File: config.mk
export PLATFORM = sky130hd
export DESIGN_NAME = adc_output_timing
export DESIGN_NICKNAME = d
export VERILOG_FILES = /design/src/design/adc_pkg.sv /design/src/design/adc_output_timing.sv /design/src/design/adc_align_delay.sv
export VERILOG_INCLUDE_DIRS = /design/src /design/src/design
export SDC_FILE = /design/constraint.sdc
export NUM_CORES = 1
export LEC_CHECK = 0
export BUFFER_PORTS_ARGS = -buffer_cell sky130_fd_sc_hd__buf_2
export CAP_MARGIN = 0
export CORE_MARGIN = 3
export CORE_UTILIZATION = 35
export CTS_BUF_LIST = sky130_fd_sc_hd__clkbuf_8
export DETAILED_ROUTE_END_ITERATION = 16
export SLEW_MARGIN = 20
export SYNTH_ARGS = -nofsm -noshare
export SYNTH_HDL_FRONTEND = slang
export SYNTH_SLANG_ARGS = --single-unit
File: constraint.sdc
create_clock -name i_ref_clk -period 2.35 [get_ports i_ref_clk]
set_input_delay 0.235 -clock i_ref_clk [delete_from_list [all_inputs] [get_ports i_ref_clk]]
set_output_delay 0.235 -clock i_ref_clk [all_outputs]
set_load 0.05 [all_outputs]
File: src/design/adc_consts.svh
`ifndef ADC_CONSTS_SVH
`define ADC_CONSTS_SVH

// ==========================================================
// Word and stage geometry
`define ADC_WORD_W 8
`define ADC_STAGE_CNT 7
`define ADC_CODE_W 2
`define ADC_FLASH_IDX 6

// ==========================================================
// Pipeline timing in clock cycles of i_ref_clk (latency in half cycles, fill counter width in bits)
`define ADC_LATENCY_HALVES 9
`define ADC_ALIGN_BASE 4
`define ADC_FILL_CYCLES 3'h4
`define ADC_FILL_W 3

// ==========================================================
// Reset values and word clamp limit
`define ADC_WORD_RST 8'h00
`define ADC_FILL_RST 3'h0
`define ADC_CODE_RST 2'h0
`define ADC_WORD_MAX 9'h0ff

`endif

File: src/design/adc_pkg.sv
`include "adc_consts.svh"

package adc_pkg;

   // Raw decisions of the six redundant stages and the final flash
   typedef struct packed {
      logic [`ADC_STAGE_CNT-1:0][`ADC_CODE_W-1:0] code;
   } stage_dec_t;

   // Pin-side control levels, pulled low by default outside the core
   typedef struct packed {
      logic standby_request;
      logic reference_power_down;
   } ctrl_pins_t;

   // Digital correction: overlap-add of the stage decisions, clamped
   function automatic logic [`ADC_WORD_W-1:0] correct_word(input stage_dec_t dec);
      logic [`ADC_WORD_W:0] sum;
      sum = {7'h00, dec.code[`ADC_FLASH_IDX]};
      for (int j = 0; j < `ADC_FLASH_IDX; j++) begin
         sum = sum + ({7'h00, dec.code[j]} << (`ADC_FLASH_IDX - j));
      end
      if (sum > `ADC_WORD_MAX) begin
         sum = `ADC_WORD_MAX;
      end
      return sum[`ADC_WORD_W-1:0];
   endfunction

endpackage

File: src/design/adc_output_timing.sv
`timescale 1ns/1ps
`include "adc_consts.svh"

module adc_output_timing (
   // Clock and reset
   input wire logic i_ref_clk,
   input wire logic i_rst_n,
   // Stage decisions and control pins
   input wire adc_pkg::stage_dec_t i_stage_dec,
   input wire adc_pkg::ctrl_pins_t i_ctrl,
   input wire logic i_output_enable_n,
   // Data bus and status
   output logic [`ADC_WORD_W-1:0] o_data,
   output logic o_data_oe,
   output logic o_data_valid,
   output logic o_core_active,
   output logic o_int_ref_on
);

   // Whole core state, registered as one word
   typedef struct packed {
      logic standby_meta;
      logic standby_sync;
      logic refpd_meta;
      logic refpd_sync;
      logic [`ADC_FILL_W-1:0] fill;
      logic valid;
      logic [`ADC_WORD_W-1:0] word;
   } core_state_t;

   // Registered state and its next value
   core_state_t st;
   core_state_t next_st;
   // Stage codes lined up on one edge, one driver per stage
   wire adc_pkg::stage_dec_t aligned;

   // ==========================================================
   // Stage alignment
   // Stage j arrives at edge j/2 after sampling starts; earlier
   // stages wait longer so all codes line up at edge 4.
   genvar j;
   generate
      for (j = 0; j < `ADC_STAGE_CNT; j++) begin : g_align
         adc_align_delay #(
            .DEPTH(`ADC_ALIGN_BASE - j / 2)
         ) u_delay (
            .i_ref_clk(i_ref_clk),
            .i_rst_n(i_rst_n),
            .i_code(i_stage_dec.code[j]),
            .o_code(aligned.code[j])
         );
      end
   endgenerate

   // ==========================================================
   // Next-state logic
   always_comb begin
      next_st = st;
      // pin levels pass two flops before use
      next_st.standby_meta = i_ctrl.standby_request;
      next_st.standby_sync = st.standby_meta;
      next_st.refpd_meta = i_ctrl.reference_power_down;
      next_st.refpd_sync = st.refpd_meta;
      // fill count, valid held once pipeline is full
      // Standby restarts the count so valid waits for a full pipe
      if (st.standby_sync) begin
         next_st.fill = `ADC_FILL_RST;
      end else if (st.fill != `ADC_FILL_CYCLES) begin
         next_st.fill = st.fill + 3'h1;
      end
      next_st.valid = !st.standby_sync && (next_st.fill == `ADC_FILL_CYCLES);
      // output register closes the 4.5 cycle latency
      // straight binary from corrected sum
      // Word freezes in standby so the bus keeps the last sample
      if (!st.standby_sync) begin
         next_st.word = adc_pkg::correct_word(aligned);
      end
   end

   // ==========================================================
   // single rising-edge state register
   always_ff @(posedge i_ref_clk or negedge i_rst_n) begin
      if (!i_rst_n) begin
         st.standby_meta <= 1'b0;
         st.standby_sync <= 1'b0;
         st.refpd_meta <= 1'b0;
         st.refpd_sync <= 1'b0;
         st.fill <= `ADC_FILL_RST;
         st.valid <= 1'b0;
         st.word <= `ADC_WORD_RST;
      end else begin
         st <= next_st;
      end
   end

   // ==========================================================
   // Outputs
   assign o_data = st.word;
   // asynchronous enable, no clock in the path
   assign o_data_oe = !i_output_enable_n;
   assign o_data_valid = st.valid;
   // low pins keep core and internal references on
   assign o_core_active = !st.standby_sync;
   assign o_int_ref_on = !st.refpd_sync;

   // ==========================================================
   // Checks: latency and alignment
   // Word matches the stage codes taken two to five edges back
   a_latency_word: assert property (
      @(posedge i_ref_clk) disable iff (!i_rst_n)
      o_data_valid |-> o_data == adc_pkg::correct_word({
         $past(i_stage_dec.code[6], 2),
         $past(i_stage_dec.code[5], 3), $past(i_stage_dec.code[4], 3),
         $past(i_stage_dec.code[3], 4), $past(i_stage_dec.code[2], 4),
         $past(i_stage_dec.code[1], 5), $past(i_stage_dec.code[0], 5)}))
      else $error("output word not at fixed latency");

   // Aligned codes reach the word on the next edge
   a_align_word: assert property (
      @(posedge i_ref_clk) disable iff (!i_rst_n)
      !st.standby_sync |=> o_data == adc_pkg::correct_word($past(aligned)))
      else $error("aligned codes not combined");

   // Word and valid come straight from the rising-edge register
   a_fall_stable: assert property (
      @(negedge i_ref_clk) disable iff (!i_rst_n)
      o_data == st.word && o_data_valid == st.valid)
      else $error("output word moved on a falling edge");

   // ==========================================================
   // Checks: stream continuity and standby
   // Valid never drops while the core stays active
   a_no_gap: assert property (
      @(posedge i_ref_clk) disable iff (!i_rst_n)
      o_data_valid && !st.standby_sync |=> o_data_valid)
      else $error("valid word stream has a gap");

   // Four empty edges after standby, then words
   a_fill_time: assert property (
      @(posedge i_ref_clk) disable iff (!i_rst_n)
      $fell(st.standby_sync) |-> !o_data_valid [*4] ##1 o_data_valid)
      else $error("pipeline fill time wrong");

   // Standby holds the last word on the bus
   a_standby_hold: assert property (
      @(posedge i_ref_clk) disable iff (!i_rst_n)
      st.standby_sync |=> $stable(o_data))
      else $error("word moved during standby");

   // Standby withdraws valid on the next edge
   a_standby_drop: assert property (
      @(posedge i_ref_clk) disable iff (!i_rst_n)
      st.standby_sync |=> !o_data_valid)
      else $error("valid stayed high in standby");

   // ==========================================================
   // Checks: control pins and code range
   // Two low samples of both pins give active mode
   a_default_active: assert property (
      @(posedge i_ref_clk) disable iff (!i_rst_n)
      (!i_ctrl.standby_request && !i_ctrl.reference_power_down) [*2]
      |=> o_core_active && o_int_ref_on)
      else $error("low control pins did not give active mode");

   // Standby pin reaches the status after two flops
   a_standby_enter: assert property (
      @(posedge i_ref_clk) disable iff (!i_rst_n)
      $rose(i_ctrl.standby_request) |-> ##1 o_core_active ##1 !o_core_active)
      else $error("standby entry delay wrong");

   // Standby release reaches the status after two flops
   a_standby_leave: assert property (
      @(posedge i_ref_clk) disable iff (!i_rst_n)
      $fell(i_ctrl.standby_request) |-> ##1 !o_core_active ##1 o_core_active)
      else $error("standby exit delay wrong");

   // Reference power-down reaches the status after two flops
   a_refpd_enter: assert property (
      @(posedge i_ref_clk) disable iff (!i_rst_n)
      $rose(i_ctrl.reference_power_down) |-> ##1 o_int_ref_on ##1 !o_int_ref_on)
      else $error("reference power-down delay wrong");

   // Reference restore reaches the status after two flops
   a_refpd_leave: assert property (
      @(posedge i_ref_clk) disable iff (!i_rst_n)
      $fell(i_ctrl.reference_power_down) |-> ##1 !o_int_ref_on ##1 o_int_ref_on)
      else $error("reference restore delay wrong");

   // All-zero decisions give the bottom code
   a_binary_ends: assert property (
      @(posedge i_ref_clk) disable iff (!i_rst_n)
      !st.standby_sync && aligned == '0 |=> o_data == 8'h00)
      else $error("bottom code is not zero");

   // All-high decisions clamp to the top code
   a_binary_top: assert property (
      @(posedge i_ref_clk) disable iff (!i_rst_n)
      !st.standby_sync && aligned == '1 |=> o_data == 8'hff)
      else $error("top code is not full scale");

   // ==========================================================
   // Checks: output enable
   // Raising the enable pin releases the bus at once
   a_oe_async: assert property (
      @(posedge i_ref_clk) disable iff (!i_rst_n)
      $rose(i_output_enable_n) |-> !o_data_oe ##1 $stable(o_data_oe) || $changed(i_output_enable_n))
      else $error("output enable did not release the bus");

   // High enable pin keeps the drivers off
   a_oe_release: assert property (
      @(posedge i_ref_clk) disable iff (!i_rst_n)
      i_output_enable_n |-> !o_data_oe)
      else $error("bus driven while enable pin high");

   // Low enable pin keeps the drivers on
   a_oe_drive: assert property (
      @(posedge i_ref_clk) disable iff (!i_rst_n)
      !i_output_enable_n |-> o_data_oe)
      else $error("bus floating while enable pin low");

endmodule

File: src/design/adc_align_delay.sv
`timescale 1ns/1ps
`include "adc_consts.svh"

// Fixed-depth shift line that delays one stage decision
module adc_align_delay #(
   parameter int DEPTH = 1
) (
   input wire logic i_ref_clk,
   input wire logic i_rst_n,
   input wire logic [`ADC_CODE_W-1:0] i_code,
   output logic [`ADC_CODE_W-1:0] o_code
);

   typedef struct packed {
      logic [DEPTH-1:0][`ADC_CODE_W-1:0] tap;
   } delay_state_t;

   delay_state_t st;
   delay_state_t next_st;

   // ==========================================================
   // Shift one tap per rising edge
   always_comb begin
      next_st = st;
      next_st.tap[0] = i_code;
      for (int k = 1; k < DEPTH; k++) begin
         next_st.tap[k] = st.tap[k-1];
      end
   end

   // Tap register, cleared by reset
   always_ff @(posedge i_ref_clk or negedge i_rst_n) begin
      if (!i_rst_n) begin
         st <= '0;
      end else begin
         st <= next_st;
      end
   end

   assign o_code = st.tap[DEPTH-1];

endmodule

; Yosys cells after proc, flatten, opt, wreduce, memory -nomap -nowiden
; Index checks and enable logic that the tools add are counted.
[word_totals]
word_cells = 43
in_bits = 19
ff_bits = 54
out_inout_bits = 12
[op_classes]
magnitude_cmp = 1
mux = 3
n_addsub = 7
eq_ne = 2
reduce_logical = 4
[ops]
columns = op, n
row1 = adder 2 x 8 -> 9 bit, 1
row2 = adder 9 x 3 -> 9 bit, 1
row3 = adder 9 x 4 -> 9 bit, 1
row4 = adder 9 x 5 -> 9 bit, 1
row5 = adder 9 x 6 -> 9 bit, 1
row6 = adder 9 x 7 -> 9 bit, 1
row7 = greater-than comparator 9 x 8 -> 1 bit (second input constant), 1
row8 = two-way mux 8 bit, 1
row9 = two-way mux 3 bit, 2
row10 = adder 3 x 1 -> 3 bit (second input constant), 1
row11 = equality test 3 bit (second input constant), 1
row12 = logical NOT 1 bit, 3
row13 = inequality test 3 bit (second input constant), 1
row14 = logical AND 1 bit, 1

; Depth between registers and ports, before layout
[logic_depth]
ltp_word = 8
ltp_mapped = 6
mapped_depth_nobuf = 6

; Modules after synthesis
; A second synthesis with hierarchy kept.
[unflattened]
cells_unflattened = 122
area_unflattened_um2 = 1845.5
[modules_own_cells]
columns = module, seq_area_each_um2, cells_per_inst, n_inst, area_each_um2
row1 = adc_output_timing, 400.4, 84, 1, 894.6
row2 = adc_align_delay at g_align[0].u_delay ..., 200.2, 8, 2, 200.2
row3 = adc_align_delay at g_align[2].u_delay ..., 150.1, 6, 2, 150.1
row4 = adc_align_delay at g_align[4].u_delay ..., 100.1, 4, 2, 100.1
row5 = adc_align_delay at g_align[6].u_delay, 50.0, 2, 1, 50.0

; Worst setup path before layout
; Ideal clock, no wire load.
[synth_path]
path_kind = reg-to-reg
from = register g_align[5].u_delay.st, in the netlist g_align[5].u_delay.o_code[0]
to = register st, in the netlist o_data[5]
stages_incl_launch_ff = 6
path_buffers = 0
slack_ns = 0.743
synth_period_minus_slack_ns = 1.607
arrival_time_ns = 1.503
required_ns = 2.246
setup_time_ns = 0.104
path_cell_list = dfrtp_1 ha_1 fa_1 a21oi_1 o21ai_0 o311ai_1
[synth_between]
elab_chain_len = 3
[synth_rtl]
columns = element, line
row1 = "start, declared", adc_align_delay.sv:18  ; delay_state_t st;
row2 = "start signal, assigned", adc_align_delay.sv:36  ; st <= next_st;
row3 = adder 9 x 3 -> 9 bit *, adc_pkg.sv:21  ; sum = sum + ({7'h00, dec.code[j]} << (`ADC_FLASH_IDX - j));
row4 = greater-than comparator 9 x 8 -> 1 bit (no line), -
row5 = two-way mux 8 bit *, adc_pkg.sv:23  ; if (sum > `ADC_WORD_MAX) begin
row6 = "end signal, assigned", adc_output_timing.sv:92  ; st <= next_st;
row7 = "end, declared", adc_output_timing.sv:32  ; core_state_t st;
; Mark *: on every way between the ends. The rest lies on a longest branch, timed or not.
; A chain may end at the register's enable or synchronous reset.

; Final worst setup path
[layout_path]
from = register g_align[5].u_delay.st, in the netlist g_align[5].u_delay.o_code[0]
to = register st, in the netlist o_data[7]
; Same word-level chain as after synthesis.

==> metrics.yaml <==
critPathCaptureType: "register"
clockRootBuffer: "clkbuf_8"
r2r-start: "g_align[5].u_delay.o_code[0]$_DFF_PN0_"
synth_common_cells: "dfrtp_1, nand2_1, nor2_1, buf_4, ha_1"
fin_area_mm2: 0.002185
yosysSeqAreaShare: 0.7138
yosys.area.top_type: "dfrtp_1"
p_clk_frac: 0.294
timing.final.crit_period_ns: 1.824
firstDrtPassIters: 4
crit_required_ns: 2.53
antenna_found_initial: 0
cap_violations: 0
cp.depth: 6
hold_class: "in -> reg"
p_sw_mw: 0.5151
cp_max_fo: 3
n_fill_cell: 487
synth_edf_count: 0
holdWs_ns: 0.02619
vias: 1041
drive_gt1_frac: 0.2761
intPower_mw: 1.322
synth_seq_cells: 54
crit_type: "reg -> reg"
crit_path_end: "o_data[7]$_DFFE_PN0N_"
clockBufferDepth: 2
grt-ovfl-total: 0
combPwrFrac: 0.147
total_leakage_power_nw: 1.023
ys_warn_count: 0
rr_worst_depth: 6
clock_sinks: 54
n_antenna_cell: 0
synth_top_area_frac: 0.7138
clock_latency_ns: 0.30
cts_setup_buffers: 0
route.detailed.drc: 0
netSwitchingFraction: 0.2804
timing.slew.headroom: 0.5199
grtUsageTotal: 0.1054
yosys-top-cells-area: "dfrtp_1, ha_1, buf_4"
fp.dieH_um: 79.55
tritoncts: "done"
irDropWorstVdd_mv: 0.4277
crit_path_start_kind: "register"
finClkSkew_ns: 0.007016
fin_util: 0.4224
critPathBufInv: 0
final_nets: 190
min_from: "i_ctrl[1]"
post-route-period-util: 0.7760
antenna_left: 0
grt_pass1_wl_um: 5119
timing.rr.end: "o_data[7]$_DFFE_PN0N_"
post-dp-hpwl_um: 2071
routabilityCongestion: 0.7800
numCtsBuffers: 5
status: "finished clean"
synth.most_common_cell: "dfrtp_1"
arrival_ns: 2.01
ff2ff_setup_slack_ns: 0.53
layoutNonFillerInstCount: 233
max_freq_mhz: 548.4
drv_slew: 0
async_flop_share: 1.000
die_w_um: 79.55
core_mm2: 0.005172
syn_inst: 132
first_global_vias: 1133
critPathLaunch: "g_align[5].u_delay.o_code[0]$_DFF_PN0_"
crit_chain: "ha_1 -> fa_1 -> a21oi_1 -> o21ai_0 -> o21ai_0 -> a21oi_1"
crit_slowest_cell: "fa_1"
drtIter0Drc: 59
path_delay_family: "adder cells"
io_pins: 31
syn_area_mm2: 0.001893
via_per_inst: 4.468
rsz0062_at_grt: "false"
syn_avg_cell_area_um2: 14.34
powerDensity_mw_per_mm2: 840.9
pwr-share-seq: 0.559
drt_wl_total_um: 2895
hold_viol: 0
htreeDepth: 2
placed_cell_area_mm2: 0.002076
tns_ns: 0
max_stage_delay_ns: 0.42
cts.clk_slew.worst_paths_ns: 0.10
syn_nets: 160
place_inst: 224
io_buffer_count: 30
synth_cell_types: 29
fp-row-count: 26
die_area_mm2: 0.006327
routedWlPerCell_um: 12.42
grt_max_degree: 34
ys.flop_type: "dfrtp_1"
tightest_slew_ns: 0.7202
initial_core_util: 0.3660
syn_to_final_growth_pct: 15.40
setup_viol_count_final: 0
[per-stage QoR]
step | worst slack (ns) | power (mW)
6_report | 0.5264 | 1.837
5_1_grt | 0.4388 | 1.935
4_1_cts | 0.5430 | 1.859
3_5_place_dp | 0.5877 | 1.318
3_3_place_gp | 0.6744 | 1.304
2_1_floorplan | 0.7432 | 1.260
[power by group through the flow]
stage,sequential [mW],combinational (mW),clock [mW]
global route,1.04,0.297,0.603
floorplan,1.03,0.226,0
CTS,1.03,0.275,0.557
detailed placement,1.05,0.272,0
global placement,1.04,0.263,0
finish,1.03,0.271,0.540
[sequential cells by signal, indices dropped and copies added (netlist names)]
name and flops:
st 5, o_data 8, g_align.u_delay.o_code 14, g_align.u_delay.next_st 24
next_st 2, o_data_valid 1
[routing by layer]
layer	routed length (µm)	global-route usage	up-vias	share of wire
met4	31	0.03436	0	0.011
li1	-	-	500	-
met1	1263	0.1288	501	0.44
met2	1399	0.1711	36	0.48
met5	0	0	-	0
met3	201	0.04063	4	0.069
[cell families after synthesis]
family | share of synthesized area
xor gates and xnor gates | 0.01388
AOI/OAI and AO/OA | 0.08064
DFF | 0.7138
adders and majority gates | 0.06345
and+or+nand+nor | 0.08129
buffers and inverters | 0.04692
[worst register-to-register path, cell delays in order, from the launching register on]
cell,delay (ns)
dfrtp_1,0.38
ha_1,0.25
fa_1,0.42
a21oi_1,0.21
o21ai_0,0.17
o21ai_0,0.22
a21oi_1,0.06
[what timing repair did]
item                      in CTS  in global routing
hold buffers                   1                  0
gates resized for setup        0                  0
hold endpoints to repair      12                  0
[placed cells by master (no fill, tap or decap), drive strengths merged, types with 4 or more instances in the layout]
master	instances
ha	8
inv	6
clkbuf	6
buf	32
a21oi	4
nand2	9
nor3	4
o21ai	4
nor2	9
dfrtp	54
a2bb2oi	4
o211ai	4
[worst min path at each step]
stage | end | slack, ns | depth (start not counted)
6_report | next_st[14]$_DFF_PN0_ | 0.03 | 1
5_1_grt | g_align[1].u_delay.next_st[3]$_DFF_PN0_ | 0.009 | 1
4_1_cts | g_align[0].u_delay.next_st[2]$_DFF_PN0_ | 0.02 | 1
3_5_place_dp | st[11]$_DFF_PN0_ | 0.33 | 1
3_3_place_gp | st[11]$_DFF_PN0_ | 0.31 | 1
2_1_floorplan | g_align[0].u_delay.next_st[2]$_DFF_PN0_ | -0.06 | 0
[final cells by class]
cell class | count | area (µm²) | share of cell area
clock buffer | 6 | 82.58 | 0.03780
clock inverter | 2 | 16.27 | 0.007446
inverter | 5 | 18.77 | 0.008591
multi-input combinational | 63 | 452.9 | 0.2073
sequential | 54 | 1351 | 0.6186
tap | 70 | 87.58 | 0.04009
timing repair buffer | 33 | 175.2 | 0.08018
Note: power is estimated with default switching activity, not from simulation.
